[src/verilog/erase_seq_consts.vh]
`ifndef ERASE_SEQ_CONSTS_VH
`define ERASE_SEQ_CONSTS_VH

// =====================================================
// Opcodes
`define OP_SET_WRITE_LATCH 8'h06
`define OP_CLEAR_WRITE_LATCH 8'h04
`define OP_READ_STATUS 8'h05
`define OP_BLOCK_ERASE 8'hD8
`define OP_CHIP_ERASE 8'hC7

// =====================================================
// Status fields
`define ST_BUSY_BIT 0
`define ST_WEL_BIT 1

// =====================================================
// Address fields
`define BLK_IDX_LSB 16
`define BLK_IDX_MSB 18
`define ADDR_BYTES 3

// =====================================================
// Timing
`define CLK_PERIOD_NS 50
`define CHIP_ERASE_TIME_MS 4000
`define BLOCK_ERASE_TIME_MS 1000

`endif

[src/verilog/erase_array_model.v]
`include "erase_seq_consts.vh"

// =====================================================
// Erase engine: per-block erased flags, timed busy
module erase_array_model #(
  parameter NUM_BLOCKS = 8,
  parameter CHIP_CYCLES = 80000000,
  parameter BLOCK_CYCLES = 20000000
) (
  input wire sys_clk,
  input wire rst_b,
  input wire startBlock,
  input wire startChip,
  input wire [2:0] blockIdx,
  input wire [NUM_BLOCKS-1:0] protectMask,
  output reg busy_q,
  output reg [NUM_BLOCKS-1:0] erased_q,
  output reg doneP_q
);
  reg [31:0] cnt_q;
  integer i;

  always @(posedge sys_clk) begin
    if (!rst_b) begin
      busy_q <= 1'b0;
      cnt_q <= 32'h0000_0000;
      erased_q <= {NUM_BLOCKS{1'b0}};
      doneP_q <= 1'b0;
    end else begin
      doneP_q <= 1'b0;
      if (busy_q) begin
        if (cnt_q <= 32'h0000_0001) begin
          busy_q <= 1'b0;
          doneP_q <= 1'b1;
        end else begin
          cnt_q <= cnt_q - 32'h0000_0001;
        end
      end else if (startBlock) begin
        busy_q <= 1'b1;
        cnt_q <= BLOCK_CYCLES;
        if (!protectMask[blockIdx]) begin
          erased_q[blockIdx] <= 1'b1;
        end
      end else if (startChip) begin
        busy_q <= 1'b1;
        cnt_q <= CHIP_CYCLES;
        for (i = 0; i < NUM_BLOCKS; i = i + 1) begin
          if (!protectMask[i]) begin
            erased_q[i] <= 1'b1;
          end
        end
      end
    end
  end
endmodule // erase_array_model

[src/verilog/block_and_chip_erase_sequencer.v]
`include "erase_seq_consts.vh"

// Operation
// A block erase sets every byte of the addressed 64K block to ones.
// The host must send a set-write-latch command before each erase, else the erase is dropped.
// A block locked by write protection is not erased.
// Any address inside a block selects that block.
// During a block erase only the status read is answered.
// Status bit 0 is one while an erase runs and zero after.
// The write latch clears when a block erase ends.
// A chip erase erases all unprotected blocks and leaves protected ones.
// The chip erase is self-timed with a nominal four seconds.
// During a chip erase only the status read is answered.
// The write latch clears when a chip erase ends.
// The block index is address bits 18 to 16.
module block_and_chip_erase_sequencer #(
  parameter NUM_BLOCKS = 8,
  parameter CHIP_CYCLES = `CHIP_ERASE_TIME_MS * (1000000 / `CLK_PERIOD_NS),
  parameter BLOCK_CYCLES = `BLOCK_ERASE_TIME_MS * (1000000 / `CLK_PERIOD_NS)
) (
  input wire sys_clk,
  input wire rst_b,
  input wire spiSck,
  input wire spiCs_b,
  input wire spiMosi,
  input wire [NUM_BLOCKS-1:0] protectMask,
  output reg spiMiso_q,
  output reg spiMisoOe_q,
  output reg eraseBusy_q,
  output reg writeLatch_q,
  output reg [NUM_BLOCKS-1:0] blockErased_q
);
  // =====================================================
  // Input synchronisers
  reg [1:0] sckSync_q;
  reg [1:0] csSync_q;
  reg [1:0] mosiSync_q;
  reg sckPrev_q;
  reg csPrev_q;
  reg [NUM_BLOCKS-1:0] protSync1_q;
  reg [NUM_BLOCKS-1:0] protSync2_q;
  always @(posedge sys_clk) begin
    if (!rst_b) begin
      protSync1_q <= {NUM_BLOCKS{1'b0}};
      protSync2_q <= {NUM_BLOCKS{1'b0}};
      sckSync_q <= 2'b00;
      csSync_q <= 2'b11;
      mosiSync_q <= 2'b00;
      sckPrev_q <= 1'b0;
      csPrev_q <= 1'b1;
    end else begin
      sckSync_q <= {sckSync_q[0], spiSck};
      csSync_q <= {csSync_q[0], spiCs_b};
      mosiSync_q <= {mosiSync_q[0], spiMosi};
      sckPrev_q <= sckSync_q[1];
      csPrev_q <= csSync_q[1];
      protSync1_q <= protectMask;
      protSync2_q <= protSync1_q;
    end
  end
  wire sckRise = sckSync_q[1] & ~sckPrev_q;
  wire sckFall = ~sckSync_q[1] & sckPrev_q;
  wire csLow = ~csSync_q[1];
  wire csRiseEv = csSync_q[1] & ~csPrev_q;

  // =====================================================
  // Frame states
  localparam [3:0] S_OP = 4'b0001;
  localparam [3:0] S_ADDR = 4'b0010;
  localparam [3:0] S_STAT = 4'b0100;
  localparam [3:0] S_IGN = 4'b1000;
  localparam integer ADDR_LAST = `ADDR_BYTES * 8 - 1;
  localparam integer IDX_FIRST = ADDR_LAST - `BLK_IDX_MSB;
  localparam integer IDX_LAST = ADDR_LAST - `BLK_IDX_LSB;

  reg [3:0] state_q;
  reg [7:0] shift_q;
  reg [4:0] bitCnt_q;
  reg [7:0] op_q;
  reg [2:0] blkIdx_q;
  reg addrDone_q;
  reg [7:0] statShift_q;
  reg startBlock_q;
  reg startChip_q;
  wire engBusy;
  wire engDone;
  wire [NUM_BLOCKS-1:0] engErased;
  wire [7:0] shiftNext = {shift_q[6:0], mosiSync_q[1]};

  function isCmd;
    input [7:0] o;
    input [7:0] code;
    begin
      isCmd = (o == code);
    end
  endfunction

  wire [7:0] statusByte = {6'b00_0000, writeLatch_q, engBusy};

  // =====================================================
  // Command decoder
  always @(posedge sys_clk) begin
    if (!rst_b) begin
      state_q <= S_OP;
      shift_q <= 8'h00;
      bitCnt_q <= 5'h00;
      op_q <= 8'h00;
      blkIdx_q <= 3'h0;
      addrDone_q <= 1'b0;
      statShift_q <= 8'h00;
      startBlock_q <= 1'b0;
      startChip_q <= 1'b0;
      writeLatch_q <= 1'b0;
      spiMiso_q <= 1'b0;
      spiMisoOe_q <= 1'b0;
    end else begin
      startBlock_q <= 1'b0;
      startChip_q <= 1'b0;
      if (engDone) begin
        writeLatch_q <= 1'b0;
      end
      if (!csLow) begin
        spiMisoOe_q <= 1'b0;
        state_q <= S_OP;
        bitCnt_q <= 5'h00;
        if (csRiseEv && addrDone_q && writeLatch_q && !engBusy) begin
          if (isCmd(op_q, `OP_BLOCK_ERASE)) begin
            startBlock_q <= 1'b1;
          end else if (isCmd(op_q, `OP_CHIP_ERASE)) begin
            startChip_q <= 1'b1;
          end
        end
        addrDone_q <= 1'b0;
      end else begin
        case (state_q)
          S_OP: begin
            if (sckRise) begin
              shift_q <= shiftNext;
              bitCnt_q <= bitCnt_q + 5'h01;
              if (bitCnt_q == 5'h07) begin
                op_q <= shiftNext;
                bitCnt_q <= 5'h00;
                if (isCmd(shiftNext, `OP_READ_STATUS)) begin
                  state_q <= S_STAT;
                  statShift_q <= statusByte;
                end else if (engBusy) begin
                  state_q <= S_IGN;
                end else if (isCmd(shiftNext, `OP_SET_WRITE_LATCH)) begin
                  writeLatch_q <= 1'b1;
                  state_q <= S_IGN;
                end else if (isCmd(shiftNext, `OP_CLEAR_WRITE_LATCH)) begin
                  writeLatch_q <= 1'b0;
                  state_q <= S_IGN;
                end else if (isCmd(shiftNext, `OP_BLOCK_ERASE)) begin
                  state_q <= S_ADDR;
                end else if (isCmd(shiftNext, `OP_CHIP_ERASE)) begin
                  addrDone_q <= 1'b1;
                  state_q <= S_IGN;
                end else begin
                  state_q <= S_IGN;
                end
              end
            end
          end
          S_ADDR: begin
            if (sckRise) begin
              bitCnt_q <= bitCnt_q + 5'h01;
              if (bitCnt_q >= IDX_FIRST && bitCnt_q <= IDX_LAST) begin
                blkIdx_q <= {blkIdx_q[1:0], mosiSync_q[1]};
              end
              if (bitCnt_q == ADDR_LAST) begin
                addrDone_q <= 1'b1;
                state_q <= S_IGN;
              end
            end
          end
          S_STAT: begin
            spiMisoOe_q <= 1'b1;
            if (sckFall) begin
              spiMiso_q <= statShift_q[7];
              statShift_q <= {statShift_q[6:0], 1'b0};
              bitCnt_q <= bitCnt_q + 5'h01;
              if (bitCnt_q == 5'h08) begin
                statShift_q <= {statusByte[6:0], 1'b0};
                spiMiso_q <= statusByte[7];
                bitCnt_q <= 5'h01;
              end
            end
          end
          S_IGN: begin
            if (sckRise) begin
              addrDone_q <= 1'b0;
            end
          end
          default: state_q <= S_OP;
        endcase
      end
    end
  end

  // =====================================================
  // Erase engine
  erase_array_model #(
    .NUM_BLOCKS(NUM_BLOCKS),
    .CHIP_CYCLES(CHIP_CYCLES),
    .BLOCK_CYCLES(BLOCK_CYCLES)
  ) u_engine (
    .sys_clk(sys_clk),
    .rst_b(rst_b),
    .startBlock(startBlock_q),
    .startChip(startChip_q),
    .blockIdx(blkIdx_q),
    .protectMask(protSync2_q),
    .busy_q(engBusy),
    .erased_q(engErased),
    .doneP_q(engDone)
  );

  always @(posedge sys_clk) begin
    if (!rst_b) begin
      eraseBusy_q <= 1'b0;
      blockErased_q <= {NUM_BLOCKS{1'b0}};
    end else begin
      eraseBusy_q <= engBusy;
      blockErased_q <= engErased;
    end
  end
endmodule // block_and_chip_erase_sequencer

[config.mk]
export PLATFORM = sky130hd
export DESIGN_NAME = block_and_chip_erase_sequencer
export DESIGN_NICKNAME = d
export VERILOG_FILES = /design/src/verilog/erase_array_model.v /design/src/verilog/block_and_chip_erase_sequencer.v
export VERILOG_INCLUDE_DIRS = /design/src /design/src/verilog
export SDC_FILE = /design/constraint.sdc
export NUM_CORES = 1
export LEC_CHECK = 0
export BUFFER_PORTS_ARGS = -buffer_cell sky130_fd_sc_hd__buf_2
export CAP_MARGIN = 20
export CORE_MARGIN = 10
export CORE_UTILIZATION = 50
export CTS_CLUSTER_DIAMETER = 120
export DETAILED_ROUTE_END_ITERATION = 10
export HOLD_SLACK_MARGIN = 0.08
export PLACE_DENSITY = 0.67
export SLEW_MARGIN = 0
export SYNTH_ARGS = -nofsm -noshare
export SYNTH_HDL_FRONTEND = slang
export SYNTH_SLANG_ARGS = --single-unit
[constraint.sdc]
create_clock -name sys_clk -period 4.79 [get_ports sys_clk]
set_clock_uncertainty 0.05 [all_clocks]
set_input_delay 0.2395 -clock sys_clk [delete_from_list [all_inputs] [get_ports sys_clk]]
set_output_delay 0.2395 -clock sys_clk [all_outputs]
set_load 0.01 [all_outputs]
# [After elaboration in Yosys (flattened, before gate mapping)]
# Cells that the tools add are included.
# W data, S select, Z words.
[op_classes] addsub=2 multipliers=0 div=0 magnitude_cmp=5 eq_ne=37 shifts=0 n_mux=70 bitwise_logic=12 n_reduce_logical=33
[ops] cell="$mux W32" n=4
[ops] cell="$mux W8" n=8
[ops] cell="$reduce_and A4 Y1" n=11
[ops] cell="$mux W1" n=38
[ops] cell="$mux W4" n=9
[ops] cell="$eq A8 B8 Y1 const B" n=4
[ops] cell="$le A32 B1 Y1 const B" n=1
[ops] cell="$sub A32 B1 Y32 const B" n=1
[ops] cell="$ne A2 B2 Y1 const B" n=15
[ops] cell="$mux W5" n=5
[ops] cell="$eq A8 B3 Y1 const B" n=3
[ops] cell="$ne A2 B1 Y1 const B" n=8
[ops] cell="$pmux W8 S2" n=1
[ops] cell="$pmux W5 S3" n=1
[ops] cell="$pmux W4 S3" n=1
[ops] cell="$reduce_and A12 Y1" n=1
[ops] cell="$reduce_and A3 Y1" n=3
[ops] cell="$reduce_bool A3 Y1" n=3
[ops] cell="$not A1 Y1" n=8
[ops] cell="$or A8 B8 Y8" n=1
[ops] cell="$reduce_and A6 Y1" n=1
[ops] cell="$add A5 B1 Y5 const B" n=1
[ops] cell="$eq A5 B3 Y1 const B" n=1
[ops] cell="$eq A5 B4 Y1 const B" n=1
[ops] cell="other kinds (20)" n=29
[word_totals] ff_bits=116 latchBits=0 ram_bits=0 rom_bits=0 inputBits=13 output_inout_bits=12 wordCells=191 mem_count=0

# [Depth between registers and ports, before layout]
# Gate-level depths: netlist of run 1.
[logic_depth] ltp_word=10 ltp_mapped=9 ltp_nobuf=8

# [Modules after synthesis]
# Synthesis of run 1 repeated with hierarchy kept, for this count alone.
[hier_totals] hier_cells=596 area_unflattened_um2=5416.4
[modules_own_cells] module="block_and_chip_erase_sequencer" instances=1 cells_each=302 area_per_inst_um2=3036.7 seq_area_each_um2=1481.4
[modules_own_cells] module="erase_array_model" instances=1 cells_each=294 area_per_inst_um2=2379.8 seq_area_each_um2=840.8

# [Worst setup path after synthesis of run 1]
# Ideal clock, no wire load.
[synth_timing] path_type="register -> register" start="register u_engine.cnt_q[17]" end="register u_engine.cnt_q[26]" setup_ns=0.120 arrival_ns=2.509 t_required_ns=4.620 slack_ns=2.111 stages_incl_launch_ff=7 n_path_buf=0 period_less_slack_ns=2.679 cell_sequence="dfxtp_1 or4_4 or4_4 o41ai_4 a21boi_2 a21o_1 a211o_1"
[synth_via] elab_chain_cells=3 elab_cells_between_ends=6 classes_between="add/sub: 1; order compare: 1; eq/ne: 1; mux: 2; reduce/logical: 1"
[synth_lines] element="start, declared" line="erase_array_model.v:20" source="reg [31:0] cnt_q;"
[synth_lines] element="start signal, assigned" line="erase_array_model.v:36" source="cnt_q <= cnt_q - 32'h0000_0001;"
[synth_lines] element="$sub A32 B1 Y32 or $le A32 B1 Y1 (tied branches)" line="erase_array_model.v:36, erase_array_model.v:32"
[synth_lines] element="$mux W32 or $ne A2 B2 Y1 (tied branches)"
[synth_lines] element="$mux W32 or $reduce_and A2 Y1 (tied branches)"
# Several ways; a longest one is shown, not always the timed one. The select of a mux whose other input is x is not followed.
# A chain may end at the register's enable or synchronous reset.

# [Worst setup path after layout of run 1]
[layout_timing] start="register u_engine.cnt_q[2]" end="register u_engine.cnt_q[26]"
# The elaborated chain is that of the path after synthesis.

==> flow_metrics.py, run 1 <==
metrics = {
    "outcome": {
        "status": "finished clean",
    },
    "logic_synthesis": {
        "synthCells": 571,
        "synth-simple-area-share": 0.271,
        "synth_area_leader_cell": "dfxtp_1",
        "synth_edf_count": 0,
        "synth_fa_ha_area_frac": 0.0123,
        "synth-xor-area-share": 0.0360,
        "syn-cell-area_um2": 5100,
        "synth_compound_area_frac": 0.138,
        "syn_area_per_cell_um2": 8.94,
        "seq_area_frac_synth": 0.455,
        "yosys_warnings": 0,
        "synth_top_flop_cell": "dfxtp_1",
        "synthTopCellsByArea": "dfxtp_1, mux2i_1, nor2_1",
        "synth_top_family_by_area": "simple AND/OR/NAND/NOR gates",
        "postSynthNetCount": 589,
        "synthMuxAreaShare": 0.0493,
        "synth_common_cells": "dfxtp_1, nor2_1, nand2_1",
        "yosysTopAreaCellShare": 0.455,
        "ys_seq_elements": 116,
        "async_flop_share": 0,
        "synth.distinct_cells": 61,
        "yosysMostFrequentCell": "dfxtp_1",
    },
    "clock_tree": {
        "htreeDepth": 4,
        "cts_tree": "yes",
        "postCtsSetupBuffers": 0,
        "clk_path_buf_depth": 2,
        "numCtsBuffers": 17,
        "clk_latency_ns": 0.51,
        "root_buffer": "clkbuf_8",
        "cts.clk_slew.worst_paths_ns": 0.06,
        "cts_num_sinks": 116,
    },
    "setup_path": {
        "slowest_delay_ns": 1.01,
        "crit_fanout": 19,
        "endpoint_kind": "register",
        "crit_path_start_kind": "register",
        "rr_worst_depth": 6,
        "slowest_stage": "o41ai_4",
        "critPathArrivalTime_ns": 3.83,
        "worst-setup-path-type": "reg2reg",
        "cp_data_required_time_ns": 5.14,
        "worstPathCellList": "nor4_1 > nand2_1 > o41ai_4 > a21boi_2 > a21o_1 > a211o_1",
    },
    "floorplan": {
        "fp-row-count": 36,
        "initial_core_util": 0.517,
        "fp.dieH_um": 121,
        "ios": 25,
        "die-area_um2": 14600,
        "die_x_um": 121,
        "core_um2": 9860,
    },
    "finish": {
        "syn_to_final_growth_pct": 17.1,
        "post-route-util": 0.606,
        "nets": 616,
        "layout-drive-gt1-share": 0.118,
        "diodes": 0,
        "stdcell_count": 744,
    },
    "sta": {
        "final_max_slew_viol_count": 0,
        "finalSetupViolCount": 0,
        "slew_headroom": 0.288,
        "fin_ws_ns": 1.31,
        "post-route-period-util": 0.727,
        "hold_viol_final": 0,
        "final.min_clock_period_ns": 3.48,
        "tightest_slew_ns": 1.06,
        "rsz0062_at_grt": "no",
        "finalSetupTns_ns": 0,
        "fmaxAchievable_ghz": 0.287,
    },
    "grt": {
        "overflow": 0,
        "antenna_found_initial": 0,
        "grt_pass1_vias": 3944,
        "grt_pass1_wl_um": 18600,
        "track_usage": 0.153,
        "grt_max_degree": 57,
    },
    "routing": {
        "wirelength_um": 10700,
        "drtPass1Iterations": 4,
        "drc": 0,
        "post_drt_wl_per_cell_um": 14.3,
        "vias": 4060,
        "postRouteAntennaNets": 0,
        "drtIter0Drc": 341,
        "viasPerCell": 5.46,
    },
    "pwr": {
        "vdd_drop_max_uv": 290,
        "power.density_nw_per_um2": 376,
        "p_leak_nw": 2.53,
    },
    "place": {
        "io_buffers": 24,
        "place_inst": 701,
        "post-dp-hpwl_um": 7000,
        "globalplace.congestion": 0.865,
        "place_ws_ns": 1.36,
    },
    "min_path": {
        "hold_path_depth": 2,
        "hp-class": "in2reg",
    },
    "flow_run": {
        "cap_violations": 0,
    },
}
timing repair:
item | 4_1_cts | 5_1_grt
resized for setup | 0 | 0
hold buffers | 11 | 0
hold endpoints to repair | 11 | 0
critical path: cells and delay by family, from the launching register on:
| family | cells | cell delay (ns) |
|---|---|---|
| and+or+nand+nor | 2 | 1.19 |
| AOI/OAI and AO/OA | 4 | 1.77 |
| DFF | 1 | 0.36 |
path summary, 6_finish.rpt:
check,from,end,slack [ns]
setup reg to reg,u_engine.cnt_q[2],u_engine.cnt_q[26],1.31
hold reg to reg,csSync_q[0],csSync_q[1],0.36
setup / recovery,u_engine.cnt_q[2],u_engine.cnt_q[26],1.31
hold / removal,rst_b,statShift_q[7],0.16
final cells by class:
cell class	instances	area (um2)
clock buffers	17	414
clock inverters	15	170
fillers	843	3890
inverters	20	75.1
multi-input cells	406	2580
flip-flops and latches	116	2320
well taps	133	166
repair buffers	37	245
routing by layer:
metal / routed length, um / global-route usage / up-vias
li1: - / - / 2068
met1: 5190 / 0.193 / 1910
met2: 4880 / 0.237 / 69
met3: 408 / 0.0484 / 13
met4: 177 / 0.0588 / 0
met5: 0 / 0 / -
logic make-up (layout without fill, tap and decap cells):
group,count (synthesis),in the layout
adders and majority gates,5,5
and+or+nand+nor,258,258
muxes,25,25
DFF,116,116
buffers and inverters,49,89
AOI/OAI and AO/OA,97,97
xor gates and xnor gates,21,21
metrics by stage:
stage	area, um2	power [mW]	hold slack, ns
6_report	5970	2.25	0.165
5_1_grt	5970	2.32	0.177
4_1_cts	5970	2.27	0.133
3_5_place_dp	5280	1.03	0.345
3_3_place_gp	5280	1.03	0.347
2_1_floorplan	5100	1.02	0.291
cells in the final DEF (no fill, tap or decap), types with 10 or more instances in the layout:
cell type	n
dfxtp_1	116
nor2_1	61
nand2_1	45
and2_1	30
mux2i_1	24
nor2b_1	24
buf_2	24
a21oi_1	22
inv_1	20
o21ai_0	18
nand3_1	16
nor3_1	16
clkbuf_16	16
xnor2_1	14
dlygate4sd3_1	11
nor4_1	10
sequential cells by signal, summed over array words and instances (netlist names), 2 cells and up:
name               count
statShift_q            8
u_engine.cnt_q        32
op_q                   8
u_engine.erased_q      8
shift_q                7
csSync_q               2
mosiSync_q             2
state_q                4
sckSync_q              2
blkIdx_q               3
protSync1_q            8
blockErased_q          8
bitCnt_q               5
protSync2_q            8
power breakdown:
group	switching (mW)	total [mW]	internal, mW
registers	0.00410	0.978	0.974
clock network	0.475	1.23	0.753
logic	0.0191	0.0401	0.0211
Power figures use the tool's default switching activity.
==> run 2, diff against run 1 <==
--- a/config.mk
+++ b/config.mk
@@ -6,6 +6,7 @@
 export SDC_FILE = /design/constraint.sdc
 export NUM_CORES = 1
 export LEC_CHECK = 0
+export ABC_AREA = 1
 export BUFFER_PORTS_ARGS = -buffer_cell sky130_fd_sc_hd__buf_2
 export CAP_MARGIN = 20
 export CORE_MARGIN = 10
@@ -13,7 +14,7 @@
 export CTS_CLUSTER_DIAMETER = 120
 export DETAILED_ROUTE_END_ITERATION = 10
 export HOLD_SLACK_MARGIN = 0.08
-export PLACE_DENSITY = 0.67
+export PLACE_DENSITY = 0.69
 export SLEW_MARGIN = 0
 export SYNTH_ARGS = -nofsm -noshare
 export SYNTH_HDL_FRONTEND = slang
==> constraint.sdc (replaced) <==
create_clock -name sys_clk -period 3.2 [get_ports sys_clk]
set_clock_uncertainty 0.05 [all_clocks]
set_input_delay 0.16 -clock sys_clk [delete_from_list [all_inputs] [get_ports sys_clk]]
set_output_delay 0.16 -clock sys_clk [all_outputs]
set_load 0.01 [all_outputs]
==> run 2 against run 1 <==
Wire length is 25% higher. Via count is 30% higher. Sequential power is 50% higher. Die area is 9.5% higher. Final cell count is 38% higher. Clock power is 65% higher. Count of clock-buffer cells in the layout is 1 higher. Combinational power is 92% higher. Area after synthesis is 11% higher. Total power is 59% higher. Non-clock buffer count is 3 higher. Utilization is 0.36 points lower. Largest cell class unchanged.
==> flow_metrics.py, run 2 <==
metrics = {
    "outcome": {
        "status": "finished clean",
    },
    "logic_synthesis": {
        "synth_top_flop_cell": "dfxtp_1",
        "synth_edf_count": 0,
        "seq_area_frac_synth": 0.408,
        "yosys_warnings": 0,
        "syn-cell-area_um2": 5690,
        "synth.distinct_cells": 41,
        "synth_area_leader_cell": "dfxtp_1",
        "synthTopCellsByArea": "dfxtp_1, nand2_1, nor2_1",
        "ys_seq_elements": 116,
        "yosysTopAreaCellShare": 0.408,
        "synthCells": 836,
        "synth_common_cells": "nand2_1, nor2_1, dfxtp_1",
        "syn_area_per_cell_um2": 6.80,
        "async_flop_share": 0,
        "postSynthNetCount": 854,
        "yosysMostFrequentCell": "nand2_1",
    },
    "pwr": {
        "power_mw": 3.58,
        "vdd_drop_max_uv": 478,
        "power.density_nw_per_um2": 541,
        "p_leak_nw": 3.15,
    },
    "finish": {
        "regMostFlops": "u_engine.cnt_q",
        "register_area_um2": 2320,
        "final_common_cell": "nand2_1",
        "multi_input_area_um2": 2790,
        "nets": 889,
        "diodes": 0,
        "largest_reg_flops": 32,
        "final_cell_mix": "nand2_1, nor2_1, dfxtp_1",
        "fillers": 997,
        "syn_to_final_growth_pct": 16.3,
        "layout-drive-gt1-share": 0.104,
    },
    "sta": {
        "post-route-period-util": 0.706,
        "fmaxAchievable_ghz": 0.443,
        "tightest_slew_ns": 0.802,
        "final.min_clock_period_ns": 2.26,
        "holdWs_ns": 0.362,
        "hold_viol_final": 0,
        "slew_headroom": 0.459,
        "finalSetupTns_ns": 0,
        "final_max_slew_viol_count": 0,
        "rsz0062_at_grt": "no",
        "finalSetupViolCount": 0,
    },
    "floorplan": {
        "die-area_um2": 16000,
        "fp.dieH_um": 127,
        "initial_core_util": 0.518,
        "ios": 25,
        "core_um2": 11000,
        "fp-row-count": 38,
        "die_x_um": 127,
    },
    "clock_tree": {
        "cts_tree": "yes",
        "root_buffer": "clkbuf_16",
        "post_cts_resized": 0,
        "cts_num_sinks": 116,
        "clk_path_buf_depth": 2,
        "cts.clk_slew.worst_paths_ns": 0.06,
        "clk_latency_ns": 0.42,
        "numCtsBuffers": 17,
        "cts_hold_buffers": 12,
        "htreeDepth": 4,
        "postCtsSetupBuffers": 0,
    },
    "min_path": {
        "hold_path_depth": 2,
        "min_from": "mosiSync_q[0]",
        "hp-class": "reg2reg",
        "hold_end": "mosiSync_q[1]",
    },
    "grt": {
        "track_usage": 0.171,
        "antenna_found_initial": 0,
        "overflow": 0,
        "grt_max_degree": 57,
        "grt_pass1_wl_um": 22800,
        "grt_pass1_vias": 4917,
    },
    "setup_path": {
        "slowest_stage": "dfxtp_1",
        "worst-setup-path-type": "reg2reg",
        "slowest_delay_ns": 0.39,
        "worstPathCellList": "inv_1 > ha_1 > nand2_4 > nor2_4 > nand2_4 > nand2_2 > nand2_4 > nand2_4 > nand2_4 > nand2_1 > nor2_1 > nand2_1 > nand2_1",
        "critPathArrivalTime_ns": 2.57,
        "reg2reg_setup_slack_ns": 0.94,
        "cp_data_required_time_ns": 3.52,
        "crit_start": "u_engine.cnt_q[0]",
        "endpoint_kind": "register",
        "timing.rr.end": "u_engine.cnt_q[22]",
        "cpMostUsedCell": "nand2_4",
        "crit_path_start_kind": "register",
        "crit_fanout": 23,
        "rr_worst_depth": 13,
        "worstReg2RegStart": "u_engine.cnt_q[0]",
    },
    "place": {
        "globalplace.congestion": 0.935,
        "io_buffers": 24,
        "post-dp-hpwl_um": 9340,
    },
    "routing": {
        "drtIter0Drc": 351,
        "postRouteAntennaNets": 0,
        "drc": 0,
        "wirelength_um": 13400,
        "viasPerCell": 5.17,
        "post_drt_wl_per_cell_um": 13.1,
        "vias": 5290,
        "drtPass1Iterations": 5,
    },
    "flow_run": {
        "cap_violations": 0,
    },
}
run 2: cell families (layout without fill, tap and decap cells):
family          count (synthesis)  in the layout  share of synthesized area
flops                         116            116                      0.408
xor+xnor                       12             12                     0.0185
fa+ha+maj                       5              5                     0.0110
compound gates                117            117                      0.115
buf+inv                       134            182                      0.101
simple gates                  452            452                      0.346
run 2: power by group:
group	internal, mW	switching [mW]	total (mW)	leakage [nW]
registers	1.46	0.00806	1.47	0.939
clock network	1.33	0.701	2.03	0.311
logic	0.0302	0.0469	0.0771	1.90
total	2.82	0.756	3.58	3.15
run 2: worst max path at each step:
stage,endpoint,slack (ns)
6_report,u_engine.cnt_q[22],0.94
5_1_grt,u_engine.cnt_q[23],0.71
4_1_cts,u_engine.cnt_q[22],0.94
3_5_place_dp,u_engine.cnt_q[15],0.99
3_3_place_gp,u_engine.cnt_q[28],1.09
2_1_floorplan,u_engine.cnt_q[28],1.43
run 2: worst max-delay path: cells and delay by family (launching register included):
family	cells	cell delay, ns
adder cells (fa/ha/maj)	1	0.30
buffers and inverters	1	0.11
flip-flops	1	0.39
AND/OR/NAND/NOR	11	1.35
run 2: metrics by stage:
| stage | cells | util | setup WS [ns] | area [um2] |
|---|---|---|---|---|
| after detailed placement | 980 | 0.533 | 0.994 | 5850 |
| after global placement | 980 | 0.533 | 1.09 | 5850 |
| after CTS | 1024 | 0.602 | 0.945 | 6610 |
| final | 1024 | 0.602 | 0.942 | 6610 |
| after floorplan | 836 | - | 1.43 | 5690 |
| after global routing | 1024 | 0.602 | 0.706 | 6610 |
run 2: area by class of cell:
type / count / share of cell area
multi-input combinational: 586 / 0.423
sequential: 116 / 0.351
clock buffer: 18 / 0.0664
inverter: 110 / 0.0624
timing repair buffer: 40 / 0.0409
clock inverter: 14 / 0.0301
tap: 140 / 0.0265
run 2: metal layers:
metal / part of all wire / global-route usage
met1: 0.46 / 0.208
met2: 0.47 / 0.272
met3: 0.044 / 0.0525
met4: 0.020 / 0.0750
met5: 0 / 0
